**src/hdl/nvc_cfg.svh**
```systemverilog
// timing counts and field positions for the nvsram host controller
`ifndef NVC_CFG_SVH
`define NVC_CFG_SVH
`define NVC_CLK_NS             25
`define NVC_ADDR_W             15
`define NVC_DATA_W             8
`define NVC_SEQ_LEN            6
// pin cycle length and strobe width in ns, rounded up to clocks
`define NVC_ACC_NS             50
`define NVC_ACC_CYC            ((`NVC_ACC_NS + `NVC_CLK_NS - 1) / `NVC_CLK_NS)
`define NVC_HSB_PULSE_NS       15
`define NVC_HSB_PULSE_CYC      ((`NVC_HSB_PULSE_NS + `NVC_CLK_NS - 1) / `NVC_CLK_NS)
// waits in us, longest times rounded down
`define NVC_SOFT_LAT_US        70
`define NVC_SOFT_LAT_CYC       ((`NVC_SOFT_LAT_US * 1000) / `NVC_CLK_NS)
`define NVC_SOFT_RECALL_US     120
`define NVC_SOFT_RECALL_CYC    ((`NVC_SOFT_RECALL_US * 1000) / `NVC_CLK_NS)
`define NVC_DRAIN_US           70
`define NVC_DRAIN_CYC          ((`NVC_DRAIN_US * 1000) / `NVC_CLK_NS)
`define NVC_STORE_US           15000
`define NVC_STORE_CYC          ((`NVC_STORE_US * 1000) / `NVC_CLK_NS)
`define NVC_PUP_RECALL_US      20000
`define NVC_PUP_RECALL_CYC     ((`NVC_PUP_RECALL_US * 1000) / `NVC_CLK_NS)
`define NVC_CMD_READ           2'h0
`define NVC_CMD_WRITE          2'h1
`define NVC_CMD_SW_STORE       2'h2
`define NVC_CMD_SW_RECALL      2'h3
`endif

```
**src/hdl/nvc_pkg.sv**
```systemverilog
// types of the nvsram host controller
`include "nvc_cfg.svh"
package nvc_pkg;
	typedef struct packed {
		logic [1:0]              cmd;
		logic [`NVC_ADDR_W-1:0]  addr;
		logic [`NVC_DATA_W-1:0]  wdata;
	} nvc_req_t;
	typedef struct packed {
		logic                    ce_n;
		logic                    oe_n;
		logic                    we_n;
		logic [`NVC_ADDR_W-1:0]  addr;
		logic [`NVC_DATA_W-1:0]  dq_o;
		logic                    dq_oe;
	} nvc_pins_t;
	typedef enum logic [2:0] {
		NVC_BOOT, NVC_IDLE, NVC_ACC, NVC_GAP, NVC_WAIT_BUSY, NVC_BUSY, NVC_HSB_PULSE
	} nvc_state_t;
endpackage

```
**src/hdl/nvc_host.sv**
```systemverilog
// host controller driving an nvsram over its asynchronous pins
`timescale 1ns/1ps
`default_nettype none
`include "nvc_cfg.svh"
// Function
// - write strobe stays high during every read cycle we drive
// - store/busy line released high during all our read and write cycles
// - software command is six sequence reads back to back, in order
// - write strobe high for all six sequence reads
// - hardware store request pulse held low at least its minimum
module nvc_host
	import nvc_pkg::*;
#(
	parameter int unsigned STORE_CYC    = `NVC_STORE_CYC,
	parameter int unsigned PUP_CYC      = `NVC_PUP_RECALL_CYC,
	parameter int unsigned SOFT_LAT_CYC = `NVC_SOFT_LAT_CYC,
	parameter int unsigned RECALL_CYC   = `NVC_SOFT_RECALL_CYC,
	parameter int unsigned DRAIN_CYC    = `NVC_DRAIN_CYC,
	parameter logic [`NVC_ADDR_W*`NVC_SEQ_LEN-1:0] STORE_SEQ  = '0,
	parameter logic [`NVC_ADDR_W*`NVC_SEQ_LEN-1:0] RECALL_SEQ = '0
) (
	input  wire logic                   clk_sys,
	input  wire logic                   rst_b,
	input  wire logic                   supply_ok,
	input  wire logic                   req_valid,
	input  wire nvc_req_t               req,
	output var  logic                   req_ready,
	input  wire logic                   hw_store_req,
	output var  logic                   rsp_valid,
	output var  logic [`NVC_DATA_W-1:0] rsp_rdata,
	output var  logic                   rsp_timeout,
	output var  nvc_pins_t              pins,
	input  wire logic [`NVC_DATA_W-1:0] dq_i,
	input  wire logic                   hsb_i,
	output var  logic                   hw_store_busy_n_o,
	output var  logic                   hw_store_busy_n_oe
);
	// ----------------------------------------
	// pin synchronisers
	// ----------------------------------------
	logic [1:0]             hsb_s_q;
	logic [1:0]             sup_s_q;
	logic [`NVC_DATA_W-1:0] dq_s1_q;
	logic [`NVC_DATA_W-1:0] dq_s2_q;
	always_ff @(posedge clk_sys or negedge rst_b) begin
		if (!rst_b) begin
			hsb_s_q <= 2'h0;
			sup_s_q <= 2'h0;
			dq_s1_q <= '0;
			dq_s2_q <= '0;
		end else begin
			hsb_s_q <= {hsb_s_q[0], hsb_i};
			sup_s_q <= {sup_s_q[0], supply_ok};
			dq_s1_q <= dq_i;
			dq_s2_q <= dq_s1_q;
		end
	end
	wire hsb_high = hsb_s_q[1];
	wire sup_high = sup_s_q[1];

	// ----------------------------------------
	// control state
	// ----------------------------------------
	nvc_state_t              st_q, st_d;
	logic [31:0]             cnt_q, cnt_d;
	logic [31:0]             lim_q, lim_d;
	logic [2:0]              seq_q, seq_d;
	logic                    seq_rec_q, seq_rec_d;
	nvc_req_t                cur_q, cur_d;
	nvc_pins_t               pins_d;
	logic                    rdy_d, rv_d, to_d, hsb_oe_d;
	logic [`NVC_DATA_W-1:0]  rd_d;

	function automatic logic [`NVC_ADDR_W-1:0] seq_addr(input logic rec, input logic [2:0] i);
		logic [`NVC_ADDR_W*`NVC_SEQ_LEN-1:0] tbl;
		tbl = rec ? RECALL_SEQ : STORE_SEQ;
		seq_addr = tbl[i*`NVC_ADDR_W +: `NVC_ADDR_W];
	endfunction

	wire is_soft   = cur_q.cmd[1];
	wire is_write  = (cur_q.cmd == `NVC_CMD_WRITE);
	wire cnt_done  = (cnt_q >= lim_q);
	wire last_seq  = (seq_q == 3'(`NVC_SEQ_LEN - 1));
	// ----------------------------------------
	// access gate
	// ----------------------------------------
	// busy and supply gate
	wire dev_free  = hsb_high && sup_high;
	// completion bound kept at full counter width so the long waits are not cut
	wire [31:0] soft_lim = (cur_q.cmd == `NVC_CMD_SW_RECALL) ?
		32'(RECALL_CYC) : 32'(STORE_CYC);

	always_comb begin
		st_d      = st_q;
		cnt_d     = cnt_q + 32'h1;
		lim_d     = lim_q;
		seq_d     = seq_q;
		seq_rec_d = seq_rec_q;
		cur_d     = cur_q;
		pins_d    = pins;
		rdy_d     = 1'b0;
		rv_d      = 1'b0;
		to_d      = 1'b0;
		rd_d      = rsp_rdata;
		hsb_oe_d  = 1'b0;
		unique case (st_q)
			NVC_BOOT: begin
				if (!sup_high) begin
					cnt_d = 32'h0;
				end else if (cnt_q >= PUP_CYC && hsb_high) begin
					st_d  = NVC_IDLE;
					rdy_d = 1'b1;
				end
			end
			NVC_IDLE: begin
				rdy_d = dev_free;
				if (!sup_high) begin
					st_d  = NVC_BOOT;
					cnt_d = 32'h0;
					rdy_d = 1'b0;
				end else if (hw_store_req) begin
					st_d     = NVC_HSB_PULSE;
					cnt_d    = 32'h0;
					hsb_oe_d = 1'b1;
					rdy_d    = 1'b0;
				end else if (req_valid && dev_free) begin
					cur_d     = req;
					seq_d     = 3'h0;
					seq_rec_d = (req.cmd == `NVC_CMD_SW_RECALL);
					st_d      = NVC_ACC;
					cnt_d     = 32'h0;
					lim_d     = `NVC_ACC_CYC;
					rdy_d     = 1'b0;
					// chip select falls to frame each read
					pins_d.ce_n  = 1'b0;
					pins_d.oe_n  = req.cmd[0] && !req.cmd[1];
					pins_d.we_n  = !(req.cmd == `NVC_CMD_WRITE);
					pins_d.dq_oe = (req.cmd == `NVC_CMD_WRITE);
					pins_d.dq_o  = req.wdata;
					pins_d.addr  = req.cmd[1] ?
						seq_addr(req.cmd == `NVC_CMD_SW_RECALL, 3'h0) : req.addr;
				end
			end
			NVC_ACC: begin
				if (cnt_done) begin
					pins_d.ce_n  = 1'b1;
					pins_d.oe_n  = 1'b1;
					pins_d.we_n  = 1'b1;
					pins_d.dq_oe = 1'b0;
					rd_d         = dq_s2_q;
					st_d         = NVC_GAP;
					cnt_d        = 32'h0;
				end
			end
			NVC_GAP: begin
				// next sequence read with nothing between
				if (cnt_q >= 32'h2) begin
					if (is_soft && !last_seq) begin
						seq_d        = seq_q + 3'h1;
						pins_d.ce_n  = 1'b0;
						// output enable must fall again or the device sees no read
						pins_d.oe_n  = 1'b0;
						pins_d.addr  = seq_addr(seq_rec_q, 3'(seq_q + 3'h1));
						st_d         = NVC_ACC;
						cnt_d        = 32'h0;
					end else if (is_soft) begin
						st_d  = NVC_WAIT_BUSY;
						cnt_d = 32'h0;
						lim_d = SOFT_LAT_CYC;
					end else begin
						rv_d  = 1'b1;
						rdy_d = dev_free;
						st_d  = NVC_IDLE;
					end
				end
			end
			NVC_WAIT_BUSY: begin
				// a skipped store shows no busy at all
				// our own store pulse echoes through the synchroniser for one
				// cycle; ignore it or the store would look finished at once
				if (!hsb_high && cnt_q >= 32'h2) begin
					st_d  = NVC_BUSY;
					cnt_d = 32'h0;
					lim_d = is_soft ? soft_lim : STORE_CYC;
				end else if (cnt_done) begin
					rv_d = 1'b1;
					st_d = NVC_IDLE;
				end
			end
			NVC_BUSY: begin
				if (hsb_high) begin
					rv_d = 1'b1;
					st_d = NVC_IDLE;
				end else if (cnt_done) begin
					rv_d = 1'b1;
					to_d = 1'b1;
					st_d = NVC_IDLE;
				end
			end
			NVC_HSB_PULSE: begin
				hsb_oe_d = 1'b1;
				if (cnt_q >= 32'(`NVC_HSB_PULSE_CYC - 1)) begin
					hsb_oe_d = 1'b0;
					// device drains cycles in the window
					cur_d.cmd = `NVC_CMD_SW_STORE;
					st_d      = NVC_WAIT_BUSY;
					cnt_d     = 32'h0;
					lim_d     = DRAIN_CYC;
				end
			end
			default: begin
				st_d = NVC_BOOT;
			end
		endcase
	end

	// ----------------------------------------
	// registers
	// ----------------------------------------
	always_ff @(posedge clk_sys or negedge rst_b) begin
		if (!rst_b) begin
			st_q               <= NVC_BOOT;
			cnt_q              <= 32'h0;
			lim_q              <= 32'h0;
			seq_q              <= 3'h0;
			seq_rec_q          <= 1'b0;
			cur_q              <= '0;
			pins               <= '{ce_n: 1'b1, oe_n: 1'b1, we_n: 1'b1, default: '0};
			req_ready          <= 1'b0;
			rsp_valid          <= 1'b0;
			rsp_rdata          <= '0;
			rsp_timeout        <= 1'b0;
			hw_store_busy_n_oe <= 1'b0;
		end else begin
			st_q               <= st_d;
			cnt_q              <= cnt_d;
			lim_q              <= lim_d;
			seq_q              <= seq_d;
			seq_rec_q          <= seq_rec_d;
			cur_q              <= cur_d;
			pins               <= pins_d;
			req_ready          <= rdy_d;
			rsp_valid          <= rv_d;
			rsp_rdata          <= rd_d;
			rsp_timeout        <= to_d;
			hw_store_busy_n_oe <= hsb_oe_d;
		end
	end
	// open-drain: only ever drives low
	always_ff @(posedge clk_sys or negedge rst_b) begin
		if (!rst_b) begin
			hw_store_busy_n_o <= 1'b0;
		end else begin
			hw_store_busy_n_o <= 1'b0;
		end
	end
endmodule
`default_nettype wire

```
**config.mk**
```make
export PLATFORM = sky130hd
export DESIGN_NAME = nvc_host
export DESIGN_NICKNAME = d
export VERILOG_FILES = /design/src/hdl/nvc_pkg.sv /design/src/hdl/nvc_host.sv
export VERILOG_INCLUDE_DIRS = /design/src /design/src/hdl
export SDC_FILE = /design/constraint.sdc
export NUM_CORES = 1
export LEC_CHECK = 0
export BUFFER_PORTS_ARGS = -buffer_cell sky130_fd_sc_hd__buf_2
export CAP_MARGIN = 5
export CORE_ASPECT_RATIO = 1.1
export CORE_MARGIN = 2
export CORE_UTILIZATION = 40
export CTS_BUF_LIST = sky130_fd_sc_hd__clkbuf_16
export DETAILED_ROUTE_END_ITERATION = 8
export PLACE_DENSITY = 0.56
export SLEW_MARGIN = 0
export SYNTH_ARGS = -nofsm -noshare
export SYNTH_HDL_FRONTEND = slang
export SYNTH_SLANG_ARGS = --single-unit
```
**constraint.sdc**
```tcl
create_clock -name clk_sys -period 2.8 [get_ports clk_sys]
set_input_delay 0.28 -clock clk_sys [delete_from_list [all_inputs] [get_ports clk_sys]]
set_output_delay 0.28 -clock clk_sys [all_outputs]
set_load 0.01 [all_outputs]
```
# == After elaboration in Yosys (flattened, before gate mapping) ==
# Index checks and enable logic that the tools add are counted.
# W data, S select, Z words.
# word_totals
output_inout_bits,40
ff_bits,146
input_bits,39
word_cells,159
# classes
n_mux,83
bitwise,1
reduce_logical,24
eq_ne,22
add_sub_neg,2
order_cmp,4
multipliers,1
n_shift,1
# op_table
cell,count
$mux W32,18
$pmux W32 S6,1
$pmux W32 S4,1
$shiftx A90 B8 Y15 const A,1
$mux W27,3
$mux W25,3
$mux W3,19
$mux W15,3
$mux W20,2
$add A32 B1 Y32 const B,1
$ge A32 B1 Y1 const B,1
$ge A32 B2 Y1 const B,1
$ge A32 B20 Y1 const B,1
$ge A32 B32 Y1,1
$pmux W15 S2,1
$ne A2 B2 Y1 const B,12
$pmux W3 S7,1
$mux W1,20
$eq A3 B3 Y1 const B,4
$reduce_and A6 Y1,2
$reduce_and A5 Y1,2
$reduce_and A9 Y1,1
$mul A3 B4 Y7 const B,1
$reduce_and A7 Y1,1
other kinds (21),37

# == Depth between registers and ports, before layout ==
# logic_depth
ltp_word,6
ltp_mapped,9

# == Worst setup path after synthesis ==
# Ideal clock, no wire load.
# synth_timing
path_type,reg-to-reg
start,reg cnt_q[13]
end,reg rsp_rdata[0]
slack_ps,673
synth_period_minus_slack_ps,2127
stages_incl_launch_ff,8
arrival_time_ps,1999
n_path_buf,1
path_cell_list,dfrtp_1 -> ha_1 -> nand4_1 -> nor4_1 -> o21ai_1 -> a31oi_1 -> buf_4 -> mux2_1
# synth_via
elab_chain_len,2
# synth_rtl
element,line,source
start: declaration,nvc_host.sv:65,"logic [31:0] cnt_q, cnt_d;"
start signal: assignment,nvc_host.sv:236,cnt_q <= cnt_d;
$ge A32 B32 Y1,nvc_host.sv:82,wire cnt_done = (cnt_q >= lim_q);
$reduce_and A2 Y1 (no line),--,
end signal: assignment,nvc_host.sv:244,rsp_rdata <= rd_d;
end: declaration,nvc_host.sv:30,"output var logic [`NVC_DATA_W-1:0] rsp_rdata,"
# Every way passes these cells.
# A chain may end at the register's enable or synchronous reset.

# == Worst setup path in the final report ==
# layout_timing
start,reg st_q[0]
end,reg pins[14] in the netlist's numbering
# layout_via
elab_chain_len,3
# layout_rtl
element,line,source
start: declaration,nvc_host.sv:64,"nvc_state_t st_q, st_d;"
start signal: assignment,nvc_host.sv:235,st_q <= st_d;
$eq A3 B2 Y1 / $eq A3 B1 Y1 (equally long branches),nvc_host.sv:106,unique case (st_q)
$ne A2 B2 Y1 (no line) / $reduce_bool A2 Y1 (equally long branches),--,
$reduce_and A6 Y1 (no line),--,
end signal: assignment,nvc_host.sv:241,pins <= pins_d;
end: declaration,nvc_host.sv:32,"output var nvc_pins_t pins,"
# Several ways; a longest one is shown, not always the timed one.

==> impl_metrics.json <==
{
  "drv_cap": 0,
  "syn2layout_area_growth_pct": 14.58,
  "syn_area_um2": 5226,
  "hold_viol_final": 0,
  "place_congestion": 0.8649,
  "global_route.usage.total": 0.1731,
  "insertion_delay_ns": 0.35,
  "drv_slew": 0,
  "multi_input_comb_area_um2": 2337,
  "synth_adder_area_share": 0.03831,
  "grt_first_pass_wirelength_mm": 19.00,
  "cp-start-kind": "register",
  "failing_checks": "design-rule violations",
  "finalCoreUtilization": 0.4716,
  "maximum_number_of_pins_on_one_net_before_global_route_repair": 58,
  "post_synthesis_xor_xnor_area_fraction": 0.05028,
  "power.total_mw": 4.204,
  "fmax_mhz": 414.7,
  "post_synthesis_compound_gate_area_fraction": 0.1381,
  "seqCellArea_um2": 2606,
  "final_min_period_over_clock_period": 0.8611,
  "worst-endpoint-required_ns": 3.09,
  "timing.final.ws_setup_ns": 0.3889,
  "yosys.area.top_type": "sky130_fd_sc_hd__dfrtp_1",
  "power_density_nw_per_um2": 702.0,
  "placementRows": 43,
  "synth_top_cells_by_area": "sky130_fd_sc_hd__dfrtp_1 48%, sky130_fd_sc_hd__xnor2_1 4.2%, sky130_fd_sc_hd__a21oi_1 3.9%, sky130_fd_sc_hd__ha_1 3.8%, sky130_fd_sc_hd__nand2_1 3.4%",
  "grt_overflow": 0,
  "synthArstFlopShare": 1.000,
  "die_x_um": 113.0,
  "synth_commonest_cells": "101 x sky130_fd_sc_hd__dfrtp_1, 47 x sky130_fd_sc_hd__nand2_1, 41 x sky130_fd_sc_hd__a21oi_1",
  "grt_pass1_vias": 3775,
  "syn_avg_cell_area_um2": 10.67,
  "drt_iter0_drc": 234,
  "cts_bufs_inserted": 9,
  "worst_setup_hold_path_clk_slew_ns": 0.07,
  "post-route-drc-count": 2,
  "synth_simple_gate_area_share": 0.1896,
  "tritoncts_clock_tree": "built",
  "mappedNetlistNets": 545,
  "area_of_the_core_um2": 12700,
  "max-clock-path-buffers": 2,
  "setup_violations": 0,
  "antenna_found_initial": 0,
  "critical_path.endpoint_type": "register",
  "count_of_pins_on_the_block_boundary": 79,
  "synth.yosys.seq_area_share": 0.4987,
  "startpoint_to_endpoint_class_of_the_critical_path": "reg -> reg",
  "insertedDiodeCount": 0,
  "worst_ir_drop_vdd_uv": 448.5,
  "antenna_violating_nets_post_route": 0,
  "clockRootBuffer": "sky130_fd_sc_hd__clkbuf_16",
  "synthesis.instances": 490,
  "synth-edff-count": 0,
  "finalWorstPathRequiredPeriod_ns": 2.411,
  "fin_worst_skew_ns": 0.005751,
  "run_status": "finished with violations",
  "place.port_buffers": 77,
  "dp_worst_setup_slack_ns": 0.4050,
  "drtPass1Iterations": 7,
  "post-dp-hpwl_mm": 8.061,
  "ys_warn_count": 0,
  "main_combinational_cell_family_by_area_after_synthesis": "simple AND/OR/NAND/NOR gates",
  "detailroute.via_count": 3916,
  "layout-drive-gt1-share": 0.2527,
  "path_max_fanout": 15,
  "timing.max_slew.rel_slack": 0.4886,
  "netlist-cell-type-count": 68,
  "crit_path_arrival_time_ns": 2.70,
  "die-area_um2": 14000,
  "synth-seq-cells": 104,
  "worstMarginPinSlew_ns": 0.7671,
  "avgViaCountPerCell": 5.477,
  "fillers": 1203,
  "final_net_count": 608,
  "h-tree-depth": 3,
  "synth.top_cell.area_share": 0.4836,
  "floorplan.initialDensity": 0.4116,
  "rsz0062_at_grt": "false",
  "hold_class": "in -> reg",
  "ys.flop_type": "sky130_fd_sc_hd__dfrtp_1",
  "post_drt_wl_per_cell_um": 16.10,
  "power_leakage_nw": 2.778,
  "synth.most_common_cell": "sky130_fd_sc_hd__dfrtp_1",
  "clock-sinks": 104,
  "setup_tns_ns": 0,
  "drt_wl_total_mm": 11.51,
  "die_height_um": 123.9,
  "postCtsSetupBuffers": 0,
  "yosys-mux-area-fraction": 0.02777
}
## per-layer routing
metal	global-route usage	vias to the layer above	wire, um
li1	-	1875	-
met1	0.2379	1927	5214
met2	0.2715	97	5577
met3	0.03163	17	497
met4	0.07393	0	221
met5	0	-	0
## area by class of cell
cell class / count / share of cell area
Sequential cell: 104 / 0.4352
Multi-Input combinational cell: 332 / 0.3903
Timing Repair Buffer: 88 / 0.08107
Inverter: 18 / 0.01128
Clock inverter: 7 / 0.01170
Tap cell: 157 / 0.03280
Clock buffer: 9 / 0.03761
## worst paths after layout
path,from,endpoint,slack (ns),depth (start not counted)
worst max-delay path,st_q[0],pins[14],0.39,6
worst min-delay path,dq_i[4],dq_s1_q[4],0.03,1
worst max register to register,st_q[0],pins[14],0.39,6
worst min register to register,dq_s1_q[5],dq_s2_q[5],0.35,0
max in group asynchronous,rst_b,pins[26],1.51,3
min in group asynchronous,rst_b,cnt_q[30],0.50,2
## timing repair
item | CTS | global route
gates resized for setup | 0 | 0
hold endpoints to repair | 45 | 0
hold buffers | 1 | 0
## cell usage in the layout (no fill, tap or decap), drive strengths merged, types with 7 or more instances in the layout
cell type	count
dfrtp	101
mux2	12
nand4	9
inv	22
nand3	16
clkbuf	9
xnor2	25
nor2	20
buf	87
nand2	47
a22o	15
o21ai	13
or3	7
nor3	15
ha	16
nor4	21
a21oi	45
## report_power, final
| group | leakage, nW | internal [mW] | switching, mW |
|---|---|---|---|
| clock network | 0.145 | 0.693 | 0.557 |
| logic | 1.28 | 0.426 | 0.658 |
| registers | 1.36 | 1.71 | 0.163 |
| total | 2.78 | 2.83 | 1.38 |
## logic make-up after synthesis
kind of cell	count (synthesis)
xor gates and xnor gates	30
and+or+nand+nor	165
other	1
adders and majority gates	16
AOI/OAI and AO/OA	107
buffers and inverters	54
DFF	104
muxes	13
## stage by stage
stage / hold WS, ns / cell area (um2) / cells
floorplan: -0.01559 / 5226 / 490
global placement: 0.3312 / 5683 / 698
detailed placement: 0.3356 / 5683 / 698
CTS: 0.01756 / 5988 / 715
global route: 0.01549 / 5988 / 715
finish: 0.03262 / 5988 / 715
## worst max-delay path, cell delays in order, from the launching register on
cell,delay [ns]
sky130_fd_sc_hd__dfrtp_1,0.63
sky130_fd_sc_hd__inv_1,0.30
sky130_fd_sc_hd__or2_1,0.34
sky130_fd_sc_hd__or3_1,0.55
sky130_fd_sc_hd__nor2_2,0.15
sky130_fd_sc_hd__buf_4,0.22
sky130_fd_sc_hd__a22o_1,0.15
## registers in the layout (all words and copies together), names as in the netlist
name	count
sup_s_q	2
hw_store_busy_n_oe	1
rsp_valid	1
cur_q	10
rsp_rdata	8
seq_q	3
lim_q	5
pins	19
req_ready	1
dq_s2_q	8
cnt_q	32
rsp_timeout	1
dq_s1_q	8
st_q	3
hsb_s_q	2
Power figures use the tool's default switching activity.
